===== config.mk =====
export PLATFORM = sky130hd
export DESIGN_NAME = rcc_reset_clock_ctrl
export DESIGN_NICKNAME = d
export VERILOG_FILES = /design/src/include/rcc_pkg.sv /design/src/core/rcc_duration_timer.sv /design/src/core/rcc_mcycle_gen.sv /design/src/core/rcc_reset_clock_ctrl.sv
export SDC_FILE = /design/constraint.sdc
export NUM_CORES = 1
export LEC_CHECK = 0
export BUFFER_PORTS_ARGS = -buffer_cell sky130_fd_sc_hd__buf_2
export CAP_MARGIN = 15
export CORE_ASPECT_RATIO = 0.75
export CORE_UTILIZATION = 54
export CTS_BUF_LIST = sky130_fd_sc_hd__clkbuf_2 sky130_fd_sc_hd__clkbuf_4 sky130_fd_sc_hd__clkbuf_8
export DETAILED_ROUTE_END_ITERATION = 6
export PLACE_DENSITY = 0.78
export SLEW_MARGIN = 20
export SYNTH_ARGS = -nofsm -noshare
export SYNTH_HDL_FRONTEND = slang
export SYNTH_HIERARCHICAL = 1
export SYNTH_SLANG_ARGS = --single-unit

===== constraint.sdc =====
create_clock -name clk_sys -period 4.1 [get_ports clk_sys]
set_input_delay 1.025 -clock clk_sys [delete_from_list [all_inputs] [get_ports clk_sys]]
set_output_delay 1.025 -clock clk_sys [all_outputs]
set_load 0.01 [all_outputs]

===== src/include/rcc_pkg.sv =====
package rcc_pkg;
  // system clock rate, used to turn times into cycle counts
  localparam int unsigned RCC_CLK_KHZ = 25000;
  // internal reset durations in milliseconds
  localparam int unsigned RCC_T_25MS = 25;
  localparam int unsigned RCC_T_200MS = 200;
  localparam int unsigned RCC_T_100MS = 100;
  localparam int unsigned RCC_T_50MS = 50;
  localparam int unsigned RCC_T_16MS = 16;
  localparam int unsigned RCC_T_8MS = 8;
  localparam int unsigned RCC_T_4MS = 4;
  // the same durations as clock cycles
  localparam int unsigned RCC_CYC_25MS = RCC_T_25MS * RCC_CLK_KHZ;
  localparam int unsigned RCC_CYC_200MS = RCC_T_200MS * RCC_CLK_KHZ;
  localparam int unsigned RCC_CYC_100MS = RCC_T_100MS * RCC_CLK_KHZ;
  localparam int unsigned RCC_CYC_50MS = RCC_T_50MS * RCC_CLK_KHZ;
  localparam int unsigned RCC_CYC_16MS = RCC_T_16MS * RCC_CLK_KHZ;
  localparam int unsigned RCC_CYC_8MS = RCC_T_8MS * RCC_CLK_KHZ;
  localparam int unsigned RCC_CYC_4MS = RCC_T_4MS * RCC_CLK_KHZ;
  // duration counter width, holds the 200 ms count
  localparam int unsigned RCC_CNT_W = 23;
  // special function register addresses
  localparam logic [7:0] RCC_ADDR_INTERFACE_CTRL_REG = 8'h8F;
  localparam logic [7:0] RCC_ADDR_CAUSE = 8'hA1;
  localparam logic [7:0] RCC_ADDR_SOFT_RESET_REG = 8'hE7;
  localparam logic [7:0] RCC_ADDR_KEY = 8'hF7;
  // reset values
  localparam logic [7:0] RCC_RST_CAUSE = 8'h00;
  localparam logic [7:0] RCC_RST_SOFT_RESET_REG = 8'h00;
  localparam logic [7:0] RCC_RST_KEY = 8'h00;
  localparam logic RCC_RST_ONE_CLK = 1'b0;
  // unlock bytes and the trigger value
  localparam logic [7:0] RCC_KEY_1 = 8'h55;
  localparam logic [7:0] RCC_KEY_2 = 8'hAA;
  localparam logic [7:0] RCC_KEY_3 = 8'h5A;
  localparam logic [7:0] RCC_SOFT_FIRE = 8'hFF;
  // field positions
  localparam int unsigned RCC_BIT_PAD = 4;
  localparam int unsigned RCC_BIT_WDT = 3;
  localparam int unsigned RCC_BIT_SOFT = 2;
  localparam int unsigned RCC_BIT_LVR = 1;
  localparam int unsigned RCC_BIT_POR = 0;
  localparam int unsigned RCC_BIT_ONE_CLK = 7;
  // normal clock source selection
  typedef enum logic [2:0] {
    RCC_CLK_XTAL = 3'b000, RCC_CLK_EXT_OSC = 3'b001, RCC_CLK_IRC_DIV1 = 3'b010,
    RCC_CLK_IRC_DIV2 = 3'b011, RCC_CLK_IRC_DIV4 = 3'b100, RCC_CLK_IRC_DIV8 = 3'b101,
    RCC_CLK_IRC_DIV16 = 3'b110
  } rcc_clk_src_type;
  // internal reset duration selection
  typedef enum logic [2:0] {
    RCC_RT_25MS = 3'b000, RCC_RT_200MS = 3'b001, RCC_RT_100MS = 3'b010,
    RCC_RT_50MS = 3'b011, RCC_RT_16MS = 3'b100, RCC_RT_8MS = 3'b101, RCC_RT_4MS = 3'b110
  } rcc_rst_time_type;
  // reset sequence states
  typedef enum logic [1:0] {
    RCC_SEQ_RUN = 2'b00, RCC_SEQ_HOLD = 2'b01, RCC_SEQ_STRETCH = 2'b10
  } rcc_seq_type;
  // unlock sequence states
  typedef enum logic [1:0] {
    RCC_KEY_IDLE = 2'b00, RCC_KEY_GOT1 = 2'b01, RCC_KEY_GOT2 = 2'b10, RCC_KEY_OPEN = 2'b11
  } rcc_key_state_type;
  // core side register access
  typedef struct packed {
    logic [7:0] addr;
    logic wr;
    logic rd;
    logic [7:0] wdata;
  } rcc_sfr_req_type;
  // hardware reset sources, active high levels
  typedef struct packed {
    logic pad;
    logic wdt;
    logic low_voltage_reset;
    logic por;
  } rcc_src_type;
endpackage : rcc_pkg


===== src/core/rcc_duration_timer.sv =====
`timescale 1ns/1ps
module rcc_duration_timer import rcc_pkg::*; (
  input wire logic clk_sys,
  input wire logic sys_rst,
  input wire logic load,
  input wire logic abort,
  input wire logic [RCC_CNT_W-1:0] load_val,
  output logic busy,
  output logic done
);
  // counter and running flag
  typedef struct packed {
    logic [RCC_CNT_W-1:0] cnt;
    logic busy;
  } rcc_tmr_state_type;
  rcc_tmr_state_type st;
  rcc_tmr_state_type next_st;

  // count down to one, done on the last counted cycle
  always_comb begin
    next_st = st;
    if (load) begin
      next_st.cnt = load_val;
      next_st.busy = 1'b1;
    end else if (abort) begin
      next_st.busy = 1'b0;
    end else if (st.busy) begin
      next_st.cnt = st.cnt - 1'b1;
      if (st.cnt == {{(RCC_CNT_W-1){1'b0}}, 1'b1}) begin
        next_st.busy = 1'b0;
      end
    end
  end

  always_ff @(posedge clk_sys) begin
    if (sys_rst) begin
      st <= '0;
    end else begin
      st <= next_st;
    end
  end

  assign busy = st.busy;
  assign done = st.busy && !load && !abort && (st.cnt == {{(RCC_CNT_W-1){1'b0}}, 1'b1});
endmodule : rcc_duration_timer


===== src/core/rcc_mcycle_gen.sv =====
`timescale 1ns/1ps
module rcc_mcycle_gen import rcc_pkg::*; (
  input wire logic clk_sys,
  input wire logic sys_rst,
  input wire logic one_clk_req,
  output logic one_clk_mode,
  output logic mcycle_strobe
);
  // phase of a two-clock cycle and the active mode
  typedef struct packed {
    logic phase;
    logic one_clk;
  } rcc_mc_state_type;
  rcc_mc_state_type st;
  rcc_mc_state_type next_st;

  // RQ14 cycle length per mode
  assign mcycle_strobe = st.one_clk | st.phase;
  assign one_clk_mode = st.one_clk;

  // mode only changes on a cycle boundary, so a running instruction keeps its timing
  always_comb begin
    next_st = st;
    next_st.phase = st.one_clk ? 1'b0 : ~st.phase;
    // RQ19 switch at boundary
    if (mcycle_strobe) begin
      next_st.one_clk = one_clk_req;
      next_st.phase = 1'b0;
    end
  end

  // RQ15 two-clock after reset
  always_ff @(posedge clk_sys) begin
    if (sys_rst) begin
      st <= {1'b0, RCC_RST_ONE_CLK};
    end else begin
      st <= next_st;
    end
  end
endmodule : rcc_mcycle_gen


===== src/core/rcc_reset_clock_ctrl.sv =====
`timescale 1ns/1ps
// Notes on behaviour
// RQ1 - soft reset writable only after 55,AA,5A
// RQ2 - writing FF when writable resets chip
// RQ3 - values 00 to FE do nothing
// RQ4 - software request ORed with hardware sources
// RQ5 - soft reset register clears at end
// RQ6 - software unlocks then writes FF
// RQ7 - pad reset sets bit 4
// RQ8 - watchdog reset sets bit 3
// RQ9 - software reset sets bit 2
// RQ10 - low-voltage reset sets bit 1
// RQ11 - power-on sets bit 0, 7:5 unused
// RQ12 - flags sticky until software clears
// RQ13 - reset duration selectable, 25 ms default
// RQ14 - machine cycle two or one clocks
// RQ15 - two-clock after reset, bit 7 selects one
// RQ16 - internal oscillator during initialization stage
// RQ17 - normal clock source selectable, div1 default
// RQ18 - wrong key byte restarts unlock
// RQ19 - mode change at next machine cycle
module rcc_reset_clock_ctrl import rcc_pkg::*; #(
  parameter int unsigned CYC_25MS = RCC_CYC_25MS,
  parameter int unsigned CYC_200MS = RCC_CYC_200MS,
  parameter int unsigned CYC_100MS = RCC_CYC_100MS,
  parameter int unsigned CYC_50MS = RCC_CYC_50MS,
  parameter int unsigned CYC_16MS = RCC_CYC_16MS,
  parameter int unsigned CYC_8MS = RCC_CYC_8MS,
  parameter int unsigned CYC_4MS = RCC_CYC_4MS
) (
  input wire logic clk_sys,
  input wire logic sys_rst,
  input wire rcc_sfr_req_type sfr_req,
  output logic [7:0] sfr_rdata,
  input wire rcc_src_type hw_src,
  input wire rcc_rst_time_type rst_time_sel,
  input wire rcc_clk_src_type clk_src_sel,
  output logic chip_rst,
  output rcc_clk_src_type sys_clk_sel,
  output logic one_clk_mode,
  output logic mcycle_strobe,
  output logic soft_unlocked
);
  ////////////////////////////////////////////////////////////////////////////
  // state
  ////////////////////////////////////////////////////////////////////////////
  typedef struct packed {
    rcc_seq_type seq;          // reset sequence position
    rcc_key_state_type unlock; // unlock progress
    logic [7:0] key;           // last byte written to the key register
    logic [7:0] soft_reset_reg;         // soft reset register
    logic [4:0] cause;         // sticky reset cause flags
    logic one_clk;             // interface control bit 7
    logic [7:0] rdata;         // registered read data
    rcc_clk_src_type clk_sel;  // clock source handed to the clock tree
  } rcc_top_state_type;
  rcc_top_state_type st;
  rcc_top_state_type next_st;

  logic any_hw;          // any hardware source asserted
  logic core_live;       // core out of reset, its writes count
  logic wr_key;          // write to the key register
  logic wr_soft_reset_reg;        // write to the soft reset register
  logic wr_cause;        // write to the cause register
  logic wr_interface_ctrl_reg;        // write to interface control
  logic soft_fire;       // accepted FF write
  logic tmr_load;        // start the duration count
  logic tmr_done;        // duration elapsed
  logic tmr_busy;        // duration running
  logic [RCC_CNT_W-1:0] dur_cyc; // selected duration in cycles

  ////////////////////////////////////////////////////////////////////////////
  // decode
  ////////////////////////////////////////////////////////////////////////////
  assign any_hw = hw_src.pad | hw_src.wdt | hw_src.low_voltage_reset | hw_src.por;
  // the core is held in reset, so its writes are ignored until the sequence ends
  assign core_live = (st.seq == RCC_SEQ_RUN) && !any_hw;
  assign wr_key = core_live && sfr_req.wr && (sfr_req.addr == RCC_ADDR_KEY);
  assign wr_soft_reset_reg = core_live && sfr_req.wr && (sfr_req.addr == RCC_ADDR_SOFT_RESET_REG);
  assign wr_cause = core_live && sfr_req.wr && (sfr_req.addr == RCC_ADDR_CAUSE);
  assign wr_interface_ctrl_reg = core_live && sfr_req.wr && (sfr_req.addr == RCC_ADDR_INTERFACE_CTRL_REG);
  // RQ2 trigger on FF, RQ3 other values do nothing
  assign soft_fire = wr_soft_reset_reg && (st.unlock == RCC_KEY_OPEN) && (sfr_req.wdata == RCC_SOFT_FIRE);

  // duration table, unused code falls back to the default
  // RQ13 duration select
  always_comb begin
    case (rst_time_sel)
      RCC_RT_200MS: dur_cyc = RCC_CNT_W'(CYC_200MS);
      RCC_RT_100MS: dur_cyc = RCC_CNT_W'(CYC_100MS);
      RCC_RT_50MS: dur_cyc = RCC_CNT_W'(CYC_50MS);
      RCC_RT_16MS: dur_cyc = RCC_CNT_W'(CYC_16MS);
      RCC_RT_8MS: dur_cyc = RCC_CNT_W'(CYC_8MS);
      RCC_RT_4MS: dur_cyc = RCC_CNT_W'(CYC_4MS);
      default: dur_cyc = RCC_CNT_W'(CYC_25MS);
    endcase
  end

  ////////////////////////////////////////////////////////////////////////////
  // next state
  ////////////////////////////////////////////////////////////////////////////
  always_comb begin
    next_st = st;
    tmr_load = 1'b0;

    // reset sequence: hold while sources stand, then stretch
    case (st.seq)
      RCC_SEQ_RUN: begin
        if (any_hw) begin
          next_st.seq = RCC_SEQ_HOLD;
        end else if (soft_fire) begin
          // RQ4 soft request joins the chip reset
          next_st.seq = RCC_SEQ_STRETCH;
          tmr_load = 1'b1;
        end
      end
      RCC_SEQ_HOLD: begin
        if (!any_hw) begin
          next_st.seq = RCC_SEQ_STRETCH;
          tmr_load = 1'b1;
        end
      end
      RCC_SEQ_STRETCH: begin
        // a new source during the stretch restarts the whole wait
        if (any_hw) begin
          next_st.seq = RCC_SEQ_HOLD;
        end else if (tmr_done) begin
          next_st.seq = RCC_SEQ_RUN;
          // RQ5 self-clear at the end
          next_st.soft_reset_reg = RCC_RST_SOFT_RESET_REG;
        end
      end
      default: begin
        next_st.seq = RCC_SEQ_HOLD;
      end
    endcase

    // unlock sequence, restarted by any byte out of order
    if (wr_key) begin
      next_st.key = sfr_req.wdata;
      // RQ18 wrong byte restarts
      next_st.unlock = (sfr_req.wdata == RCC_KEY_1) ? RCC_KEY_GOT1 : RCC_KEY_IDLE;
      // RQ1 exact order 55, AA, 5A
      case (st.unlock)
        RCC_KEY_GOT1: begin
          if (sfr_req.wdata == RCC_KEY_2) begin
            next_st.unlock = RCC_KEY_GOT2;
          end
        end
        RCC_KEY_GOT2: begin
          if (sfr_req.wdata == RCC_KEY_3) begin
            next_st.unlock = RCC_KEY_OPEN;
          end
        end
        default: begin
        end
      endcase
    end

    // RQ1 write only when open; one write uses up the unlock
    if (wr_soft_reset_reg && st.unlock == RCC_KEY_OPEN) begin
      next_st.soft_reset_reg = sfr_req.wdata;
      next_st.unlock = RCC_KEY_IDLE;
    end

    // interface control, only the mode bit is kept
    // RQ15 bit 7 requests one-clock mode
    if (wr_interface_ctrl_reg) begin
      next_st.one_clk = sfr_req.wdata[RCC_BIT_ONE_CLK];
    end

    // cause flags: writing zero clears a bit, ones leave it alone
    // RQ12 only software clears
    if (wr_cause) begin
      next_st.cause = st.cause & sfr_req.wdata[4:0];
    end
    // sets come after the clear so a coincident event wins
    // RQ7 pad flag
    if (hw_src.pad) begin
      next_st.cause[RCC_BIT_PAD] = 1'b1;
    end
    // RQ8 watchdog flag
    if (hw_src.wdt) begin
      next_st.cause[RCC_BIT_WDT] = 1'b1;
    end
    // RQ9 software flag
    if (soft_fire) begin
      next_st.cause[RCC_BIT_SOFT] = 1'b1;
    end
    // RQ10 low-voltage flag
    if (hw_src.low_voltage_reset) begin
      next_st.cause[RCC_BIT_LVR] = 1'b1;
    end
    // RQ11 power-on flag
    if (hw_src.por) begin
      next_st.cause[RCC_BIT_POR] = 1'b1;
    end

    // everything but the flags, the soft register and the read data falls back during reset
    if (next_st.seq != RCC_SEQ_RUN) begin
      next_st.unlock = RCC_KEY_IDLE;
      next_st.key = RCC_RST_KEY;
      next_st.one_clk = RCC_RST_ONE_CLK;
    end

    // clock source follows the reset sequence
    // RQ16 internal oscillator while initialising
    // RQ17 configured source afterwards
    next_st.clk_sel = (next_st.seq == RCC_SEQ_RUN) ? clk_src_sel : RCC_CLK_IRC_DIV1;

    // read data, bits 7:5 of the cause register read zero
    next_st.rdata = 8'h00;
    if (sfr_req.rd) begin
      case (sfr_req.addr)
        RCC_ADDR_CAUSE: next_st.rdata = {3'h0, st.cause};
        RCC_ADDR_SOFT_RESET_REG: next_st.rdata = st.soft_reset_reg;
        RCC_ADDR_KEY: next_st.rdata = st.key;
        RCC_ADDR_INTERFACE_CTRL_REG: next_st.rdata = {st.one_clk, 7'h00};
        default: next_st.rdata = 8'h00;
      endcase
    end
  end

  ////////////////////////////////////////////////////////////////////////////
  // registers
  ////////////////////////////////////////////////////////////////////////////
  // block reset starts in hold, so every power-up runs a full stretch
  always_ff @(posedge clk_sys) begin
    if (sys_rst) begin
      st.seq <= RCC_SEQ_HOLD;
      st.unlock <= RCC_KEY_IDLE;
      st.key <= RCC_RST_KEY;
      st.soft_reset_reg <= RCC_RST_SOFT_RESET_REG;
      st.cause <= RCC_RST_CAUSE[4:0];
      st.one_clk <= RCC_RST_ONE_CLK;
      st.rdata <= 8'h00;
      st.clk_sel <= RCC_CLK_IRC_DIV1;
    end else begin
      st <= next_st;
    end
  end

  ////////////////////////////////////////////////////////////////////////////
  // outputs and sub-blocks
  ////////////////////////////////////////////////////////////////////////////
  // RQ4 chip reset is the OR of all sources
  assign chip_rst = (st.seq != RCC_SEQ_RUN) | any_hw;
  assign sfr_rdata = st.rdata;
  assign sys_clk_sel = st.clk_sel;
  assign soft_unlocked = (st.unlock == RCC_KEY_OPEN);

  // duration counter for the stretch phase
  rcc_duration_timer u_timer (
    .clk_sys(clk_sys),
    .sys_rst(sys_rst),
    .load(tmr_load),
    .abort(any_hw),
    .load_val(dur_cyc),
    .busy(tmr_busy),
    .done(tmr_done)
  );

  // machine cycle pacing, held in two-clock mode through chip reset
  rcc_mcycle_gen u_mcycle (
    .clk_sys(clk_sys),
    .sys_rst(sys_rst | chip_rst),
    .one_clk_req(st.one_clk),
    .one_clk_mode(one_clk_mode),
    .mcycle_strobe(mcycle_strobe)
  );
endmodule : rcc_reset_clock_ctrl


### Word level (Yosys, flattened, before mapping)

Index checks and enable logic that the tools add are counted.

* add/sub/neg operators: 1
* muxes and demuxes: 31
* bitwise operators: 10
* magnitude comparators: 0
* multiply operators: 0
* equality and inequality tests: 22
* div/mod/pow operators: 0
* shift operators: 0
* reductions and logical operators: 32

Operator list (number)
* 23-bit one-hot mux with 6 select lines: 1
* 8-bit equality test (second input constant): 6
* 24-bit 2-to-1 mux: 2
* 8-bit 2-to-1 mux: 4
* 8-bit one-hot mux with 4 select lines: 1
* 23-bit by 1-bit equality test with 1-bit output (second input constant): 1
* 23-bit 2-to-1 mux: 1
* 23-bit by 1-bit subtractor with 23-bit output (second input constant): 1
* 2-bit nonzero test: 10
* 8-bit by 7-bit equality test with 1-bit output (second input constant): 2
* 2-bit 2-to-1 mux: 7
* 1-bit logical AND: 11
* 1-bit 2-to-1 mux: 11
* 3-bit equality test (second input constant): 3
* 2-bit equality test (second input constant): 3
* 3-bit by 2-bit equality test with 1-bit output (second input constant): 2
* 1-bit OR: 6
* 2-bit one-hot mux with 3 select lines: 1
* 2-bit OR reduction: 3
* 3-bit OR reduction: 2
* 5-bit bitwise AND: 1
* 5-bit 2-to-1 mux: 1
* 2-bit by 1-bit equality test with 1-bit output (second input constant): 2
* 2-bit logical NOT: 2
* other kinds (8): 12

* latch bits: 0
* input port bits: 30
* ROM bits: 0
* flip-flop bits (word level): 63
* output and inout port bits: 15
* memory bits (writable): 0
* logic and storage cells: 112
* memories kept: 0

### Longest topological paths before layout

Gate-level depths: netlist of run 1.

* depth in word-level cells: 22
* gate-level depth with buffers: 15

### By module

Netlist of run 1, hierarchy kept.

Modules (own cells, without submodules)
* rcc_reset_clock_ctrl: times used 1, area an instance 1978.1 µm², sequential area each 740.7 µm², cells each 232
* rcc_duration_timer: times used 1, area an instance 1362.6 µm², sequential area each 480.5 µm², cells each 162
* rcc_mcycle_gen: times used 1, area an instance 61.3 µm², sequential area each 40.0 µm², cells each 5

### Least setup slack after synthesis of run 1

Ideal clock, no wire load.

* path kind: input to register
* from: input hw_src[2] (netlist name)
* to: register st[17] (netlist name)
* setup slack: -0.260 ns
* cell stages on the path: 14
* setup time: 0.074 ns
* arrival: 4.285 ns
* data required time: 4.026 ns
* cells stage by stage: nor4_4 inv_2 or4_1 buf_2 or4_4 o31ai_1 clkbuf_1 clkinv_1 clkbuf_1 nand4_1 nor3_1 a41oi_1 o211ai_1 o21ai_0

RTL lines
* start: declaration: RTL line rcc_reset_clock_ctrl.sv:35 `input wire rcc_src_type hw_src,`

### Final worst setup path of run 1

* from: input sfr_req[9] (netlist name)
* to: register u_timer/st[15] (netlist name)

* cells in the longest elaborated chain, start to end: 9
* elaborated cells between the ends (all ways): 11

Ends and longest elaborated chain
* start: declaration: RTL line rcc_reset_clock_ctrl.sv:33 `input wire rcc_sfr_req_type sfr_req,`
* 1-bit logical AND * (2 in series): RTL line rcc_reset_clock_ctrl.sv:79 `assign wr_soft_reset_reg = core_live && sfr_req.wr && (sfr_req.addr == RCC_ADDR_SOFT_RESET_REG);`
* 1-bit logical AND * (2 in series): RTL line rcc_reset_clock_ctrl.sv:83 `assign soft_fire = wr_soft_reset_reg && (st.unlock == RCC_KEY_OPEN) && (sfr_req.wdata == RCC_SOFT_FIRE);`
* 1-bit 2-to-1 mux *: RTL line rcc_reset_clock_ctrl.sv:111 `end else if (soft_fire) begin`
* 1-bit 2-to-1 mux *: RTL line rcc_reset_clock_ctrl.sv:109 `if (any_hw) begin`
* 1-bit one-hot mux with 2 select lines *: RTL line rcc_reset_clock_ctrl.sv:107 `case (st.seq)`
* net tmr_load: RTL line rcc_reset_clock_ctrl.sv:67 `logic tmr_load;`
* 2-bit by 1-bit != test with 1-bit output (no line) or 2-bit nonzero test (tied branches)
* 2-bit AND reduction (no line)
* end signal: assignment: RTL line rcc_duration_timer.sv:39 `st <= next_st;`
* end: declaration: RTL line rcc_duration_timer.sv:16 `rcc_tmr_state_type st;`

The timed path passes the listed nets; every way through them passes the cells marked *.
A chain may end at the register's enable or synchronous reset.

==> impl_metrics.yaml, run 1 <==
finish:
  fin_area_mm2: 0.00389
  post-route-util: 0.654
  diodes: 0
  syn2layout_area_growth_pct: 14.4
  stdcell_count: 516
  nNetsFinal: 468
  drive_gt1_frac: 0.224
cts:
  htreeDepth: 3
  cts_setup_buffers: 0
  cts_buffers: 9
  clock_latency_ps: 340
  cts-resized-gates: 0
  clock_path_buffers: 2
  cts_hold_buf: 0
  cts.clk_slew.worst_paths_ps: 70
  clock-root-buffer: "clkbuf_8"
  cts.sinks: 63
  cts_tree: "built"
die:
  ioPinCount: 45
  die_height_um: 70.7
  fp.dieW_um: 93.7
  core_mm2: 0.00595
  initial_core_util: 0.572
  row_count: 24
  dieArea_mm2: 0.00662
pwr:
  power.share.sequential: 0.455
  p_comb_frac: 0.098
  switchingPower_mw: 0.335
  p_sw_frac: 0.240
  power_frac_clock: 0.447
  leakage_nw: 1.45
  p_per_area_mw_per_mm2: 359
  vdd_ir_drop_max_v: 0.000162
  internal_power_mw: 1.06
  p_total_mw: 1.40
placed_design:
  io_buffers: 44
  dp_cells: 500
  dp_hpwl_um: 6030
  place_area_mm2: 0.00366
  gp_congestion: 0.843
  place_ws_ps: 170
setup_path:
  crit_path_frequent_cell: "or4_1"
  r2r_cells: 7
  r2r_setup_slack_ps: 820
  slowest_stage: "or4_4"
  cp_cell_sequence: "buf_2 > or3b_2 > or4_1 > or4_4 > o31ai_1 > o2111ai_1 > or4_1 > a311oi_1"
  startpoint: "sfr_req[9]"
  critPathKind: "primary input to flop"
  cp_data_required_time_ps: 4350
  r2r_start: "st[36]"
  cpPeakStageDelay_ps: 580
  crit_path_max_fanout: 4
  critPathCaptureType: "flop"
  arrival_ps: 3880
  r2r-end: "u_timer/st[15]"
  startpoint_type: "primary input"
sta:
  fin_crit_ps: 3630
  holdWs_ps: 488
  worst_slew_pin_slew_ps: 790
  fin_skew_ps: 6.37
  setup_viol: 0
  fmax_ghz: 0.275
  final-max-slew-violation-count: 0
  min_period_over_period: 0.886
  relSlewSlack: 0.473
  finalHoldViolations: 0
  setup_ws_ps: 467
  rsz0062_at_grt: "no"
  tns_ps: 0
global_routing:
  grt_antenna_before_repair: 0
  grt_pass1_wl_um: 14200
  grt_pass1_vias: 2887
  grt_util_all_layers: 0.277
  overflow: 0
  grt_max_degree: 43
synthesis:
  mappedNetlistArea_mm2: 0.00340
  yosysUniqueCellTypes: 62
  synthCells: 399
  ys.flop_type: "dfxtp_1"
  async_flop_share: 0
  ys_ff_latch: 63
  synth-edff-count: 0
  yosysWarnings: 6
  synth_seq_area_share: 0.371
  postSynthAreaPerCell_um2: 8.53
hold_path:
  whs_endpoint: "st[13]"
  worstHoldPathType: "flop to flop"
  whs_path_depth: 2
  min_from: "st[13]"
job:
  maxCapViolations: 0
routing:
  wirelength_um: 8770
  vias: 3131
  wl_per_cell_um: 17.0
  drt-initial-drc-count: 255
  vias_per_cell: 6.07
  first_pass_iters: 5
  drc: 0
  final_antenna_net_count: 0
outcome:
  outcome: "finished clean"
-- cell type report --
type                       instances  area, µm²
clock buffer                      13        166
multi-input combinational        290       1950
inverter                          16       61.3
timing repair buffer              53        288
fill                             499       2050
clock inverter                     3       65.1
tap                               78       97.6
sequential                        63       1260
-- layout by cell type (no fill, tap or decap), types with 7 or more instances in the layout --
| cell | n |
|---|---|
| dfxtp_1 | 63 |
| nor2_1 | 44 |
| buf_2 | 44 |
| o21ai_0 | 22 |
| nand2_1 | 20 |
| a21oi_1 | 15 |
| inv_1 | 14 |
| mux2i_1 | 12 |
| nand2b_1 | 11 |
| clkbuf_8 | 11 |
| a311oi_1 | 11 |
| o211ai_1 | 10 |
| or4_1 | 9 |
| o31ai_1 | 9 |
| buf_4 | 9 |
| nor3_1 | 8 |
| xor2_1 | 8 |
| nand4_1 | 8 |
| or3_1 | 7 |
| nand3_1 | 7 |
| a211oi_1 | 7 |
-- worst max path at each step --
stage / end / slack (ps) / depth (start not counted)
after floorplan: sys_clk_sel[1] / 7 / 15
after CTS: u_timer/st[15] / 500 / 8
after global routing: st[21] / 310 / 12
final: u_timer/st[15] / 470 / 8
after detailed placement: u_timer/st[15] / 170 / 8
after global placement: u_timer/st[15] / 270 / 8
-- critical path: cells and delay by family --
family,cells,cell delay (ps)
buf+inv,1,100
simple gates,4,2030
compound gates,3,740
-- cells in the mapped netlist, types with 2 or more instances --
library cell   n  area share
a211oi_1       7       0.015
a21oi_1       15       0.022
a221oi_1       2      0.0051
a22oi_1        5       0.011
a311oi_1      11       0.028
a31oi_1        3      0.0055
and3_1         4      0.0074
buf_4         11       0.024
clkbuf_1      20       0.022
dfxtp_1       63        0.37
ha_1           5       0.018
inv_1         14       0.015
mux2_2         6       0.020
mux2i_1       12       0.035
nand2_1       20       0.022
nand2b_1      11       0.020
nand3_1        7       0.010
nand4_1        8       0.015
nand4b_1       5       0.013
nor2_1        44       0.049
nor2b_1        2      0.0037
nor3_1         8       0.012
nor3b_1        2      0.0044
nor4_1         3      0.0055
nor4_4         2       0.013
nor4b_1        2      0.0051
nor4bb_1       3      0.0088
o211ai_1      10       0.022
o21a_1         4      0.0088
o21ai_0       22       0.032
o31ai_1        9       0.020
or2_2          6       0.011
or3_1          7       0.013
or3b_2         2      0.0051
or4_1          9       0.020
xnor2_1        2      0.0051
xor2_1         8       0.021
-- state kept, by name, indices dropped and copies added (netlist names) --
signal	count
st	26
u_timer/st	23
sfr_rdata	8
sys_clk_sel	3
u_mcycle/one_clk_mode	1
u_mcycle/st	1
u_timer/busy	1
-- routing by layer --
| layer | global-route usage | vias up | routed length (µm) |
|---|---|---|---|
| met3 | 0.0774 | 12 | 828 |
| met2 | 0.395 | 158 | 3610 |
| met5 | 0 | - | 0 |
| li1 | - | 1522 | - |
| met4 | 0.0701 | 0 | 74 |
| met1 | 0.411 | 1439 | 4260 |
-- cell families (layout without fill, tap and decap cells) --
| kind of cell | after synthesis | count (layout) | synth area share |
|---|---|---|---|
| DFF | 63 | 63 | 0.371 |
| AOI/OAI and AO/OA | 96 | 96 | 0.190 |
| and+or+nand+nor | 158 | 158 | 0.274 |
| muxes | 18 | 18 | 0.0552 |
| other | 1 | 3 | 0.00110 |
| adders and majority gates | 5 | 5 | 0.0184 |
| buffers and inverters | 48 | 85 | 0.0655 |
| xor gates and xnor gates | 10 | 10 | 0.0257 |
-- power by group through the flow --
| stage | Clock (mW) | Sequential [mW] | Combinational, mW |
|---|---|---|---|
| after detailed placement | 0 | 0.649 | 0.131 |
| after global placement | 0 | 0.649 | 0.128 |
| final | 0.625 | 0.636 | 0.136 |
| after global routing | 0.659 | 0.637 | 0.148 |
| after floorplan | 0 | 0.646 | 0.0845 |
| after CTS | 0.633 | 0.635 | 0.133 |
No activity file was read; power rests on OpenSTA's default activity.
==> run 2: changes to the inputs <==
--- a/config.mk
+++ b/config.mk
@@ -5,13 +5,14 @@
 export SDC_FILE = /design/constraint.sdc
 export NUM_CORES = 1
 export LEC_CHECK = 0
+export ABC_AREA = 1
 export BUFFER_PORTS_ARGS = -buffer_cell sky130_fd_sc_hd__buf_2
 export CAP_MARGIN = 15
 export CORE_ASPECT_RATIO = 0.75
-export CORE_UTILIZATION = 54
+export CORE_UTILIZATION = 55
 export CTS_BUF_LIST = sky130_fd_sc_hd__clkbuf_2 sky130_fd_sc_hd__clkbuf_4 sky130_fd_sc_hd__clkbuf_8
 export DETAILED_ROUTE_END_ITERATION = 6
-export PLACE_DENSITY = 0.78
+export PLACE_DENSITY = 0.79
 export SLEW_MARGIN = 20
 export SYNTH_ARGS = -nofsm -noshare
 export SYNTH_HDL_FRONTEND = slang
==> run 2 against run 1 <==
Net effect: the run now ends with design-rule violations left; design area is 8.3% higher; clock power is 10% lower; sequential power is 0.6% lower; global-route usage is 1.7 points higher; clock-buffer cell count is 4 lower; combinational power is 46% higher; setup slack better by 650 ps; die area is 9.5% higher; routed wire length is 16% higher; first-iteration DRC count is 99% higher; register-to-register slack better by 740 ps; core utilization is 0.34 points lower; largest cell class unchanged.
==> impl_metrics.yaml, run 2 <==
die:
  initial_core_util: 0.587
  core_mm2: 0.00647
  fp.dieW_um: 98.0
  ioPinCount: 45
  dieArea_mm2: 0.00725
  die_height_um: 74.0
  row_count: 25
synthesis:
  synthTopCellsByArea: "dfxtp_1 33%, nand2_1 16%, nor2_1 8.8%"
  synth-edff-count: 0
  ys.flop_type: "dfxtp_1"
  yosysWarnings: 6
  ys_ff_latch: 63
  postSynthAreaPerCell_um2: 6.22
  synthCells: 611
  yosys-top-cells-count: "166 x nand2_1, 89 x nor2_1, 86 x inv_1, 63 x dfxtp_1, 52 x nand3_1"
  mappedNetlistArea_mm2: 0.00380
  synth_top_area_frac: 0.332
  synth_seq_area_share: 0.332
  synth.most_common_cell: "nand2_1"
  async_flop_share: 0
  synth_top_area_cell: "dfxtp_1"
  yosysUniqueCellTypes: 34
placed_design:
  place_area_mm2: 0.00401
  gp_congestion: 0.972
  dp_hpwl_um: 7770
  io_buffers: 44
global_routing:
  grt_antenna_before_repair: 0
  grt_util_all_layers: 0.294
  grt_pass1_vias: 3445
  grt_max_degree: 36
  overflow: 0
  grt_pass1_wl_um: 16500
routing:
  vias_per_cell: 5.41
  final_antenna_net_count: 0
  drt-initial-drc-count: 508
  vias: 3974
  wl_per_cell_um: 13.8
  drc: 4
  first_pass_iters: 7
  wirelength_um: 10200
pwr:
  p_comb_frac: 0.142
  power.share.sequential: 0.454
  vdd_ir_drop_max_v: 0.000243
  p_sw_frac: 0.302
  power_frac_clock: 0.404
  p_total_mw: 1.39
  leakage_nw: 2.02
  switchingPower_mw: 0.420
  internal_power_mw: 0.971
  p_per_area_mw_per_mm2: 330
finish:
  nNetsFinal: 684
  regMostFlops: "st"
  layout_commonest_cell: "nand2_1"
  diodes: 0
  syn2layout_area_growth_pct: 10.9
  drive_gt1_frac: 0.136
  most-common-layout-cells: "166 x nand2_1, 89 x nor2_1, 86 x inv_1"
  fin_area_mm2: 0.00422
  n_fill_cell: 623
  largest_reg_flops: 26
setup_path:
  startpoint_type: "primary input"
  critPathCapture: "sys_clk_sel[1]"
  cp_data_required_time_ps: 4340
  r2r_start: "st[33]"
  r2r_setup_slack_ps: 1560
  r2r-end: "sys_clk_sel[1]"
  arrival_ps: 3220
  critPathKind: "primary input to flop"
  startpoint: "sfr_req[14]"
  r2r_cells: 12
  crit_path_max_fanout: 12
  critPathCaptureType: "flop"
job:
  maxCapViolations: 0
cts:
  cts.clk_slew.worst_paths_ps: 80
  cts_hold_buf: 0
  clock_path_buffers: 2
  cts_buffers: 9
  cts.sinks: 63
  clock_latency_ps: 350
  cts_setup_buffers: 0
  clock-root-buffer: "clkbuf_8"
  cts_tree: "built"
  htreeDepth: 3
  cts-resized-gates: 0
sta:
  tns_ps: 0
  fin_skew_ps: 10.6
  setup_viol: 0
  final-max-slew-violation-count: 0
  finalHoldViolations: 0
  worst_slew_pin_slew_ps: 791
  fmax_ghz: 0.335
  relSlewSlack: 0.470
  rsz0062_at_grt: "no"
  min_period_over_period: 0.728
  fin_crit_ps: 2980
hold_path:
  min_from: "st[28]"
  worstHoldPathType: "flop to flop"
outcome:
  violations: "design-rule violations"
  outcome: "finished with violations"
==> run 2: critical path, cell delays in order <==
cell and delay [ps]:
buf_2 100, inv_1 50, nand2_1 50, nor2_1 40, nand2_1 190, nor2_2 90
nand3_4 90, nand2_1 70, nor4_1 380, nand3_1 120, nor2_1 160, nor2_1 70
nor2_1 190, nand3_2 290, or2_1 310
==> run 2: cell type report <==
| type | instances | area (µm²) | share of cell area |
|---|---|---|---|
| multi-input combinational | 439 | 2070 | 0.492 |
| sequential | 63 | 1260 | 0.299 |
| inverter | 89 | 334 | 0.0793 |
| timing repair buffer | 47 | 243 | 0.0576 |
| clock buffer | 9 | 124 | 0.0294 |
| tap | 81 | 101 | 0.0240 |
| clock inverter | 7 | 77.6 | 0.0184 |
==> run 2: kinds of logic after synthesis <==
group | share of synthesized area
simple gates | 0.414
buf+inv | 0.124
compound gates | 0.112
flops | 0.332
fa+ha+maj | 0.0165
other cells | 0.000987
==> run 2: per-stage QoR <==
stage / hold slack, ps / cells / util / worst slack, ps
global route: 476 / 735 / 0.651 / 926
floorplan: 438 / 613 / - / 1140
global placement: 450 / 719 / 0.620 / 824
detailed placement: 454 / 719 / 0.620 / 789
CTS: 464 / 735 / 0.651 / 1150
finish: 466 / 735 / 0.651 / 1120
==> run 2: worst min path at each step <==
stage	to	slack [ps]	cells after the start
floorplan	st[26]	440	2
global placement	st[28]	450	2
detailed placement	st[28]	450	2
CTS	st[28]	460	2
global route	u_mcycle/one_clk_mode	480	2
finish	st[28]	470	2
==> run 2: routing by layer <==
layer,track usage,up-vias,share of wire
met5,0,-,0
met4,0.0960,0,0.0096
met2,0.410,219,0.38
met1,0.449,1744,0.50
li1,-,2000,-
met3,0.0583,11,0.11
==> run 2: power by group through the flow <==
| stage | Clock (mW) | Sequential [mW] | Combinational, mW |
|---|---|---|---|
| final | 0.562 | 0.632 | 0.198 |
| after global routing | 0.591 | 0.633 | 0.220 |
| after CTS | 0.566 | 0.631 | 0.191 |
| after detailed placement | 0 | 0.646 | 0.189 |
| after global placement | 0 | 0.646 | 0.186 |
| after floorplan | 0 | 0.643 | 0.131 |
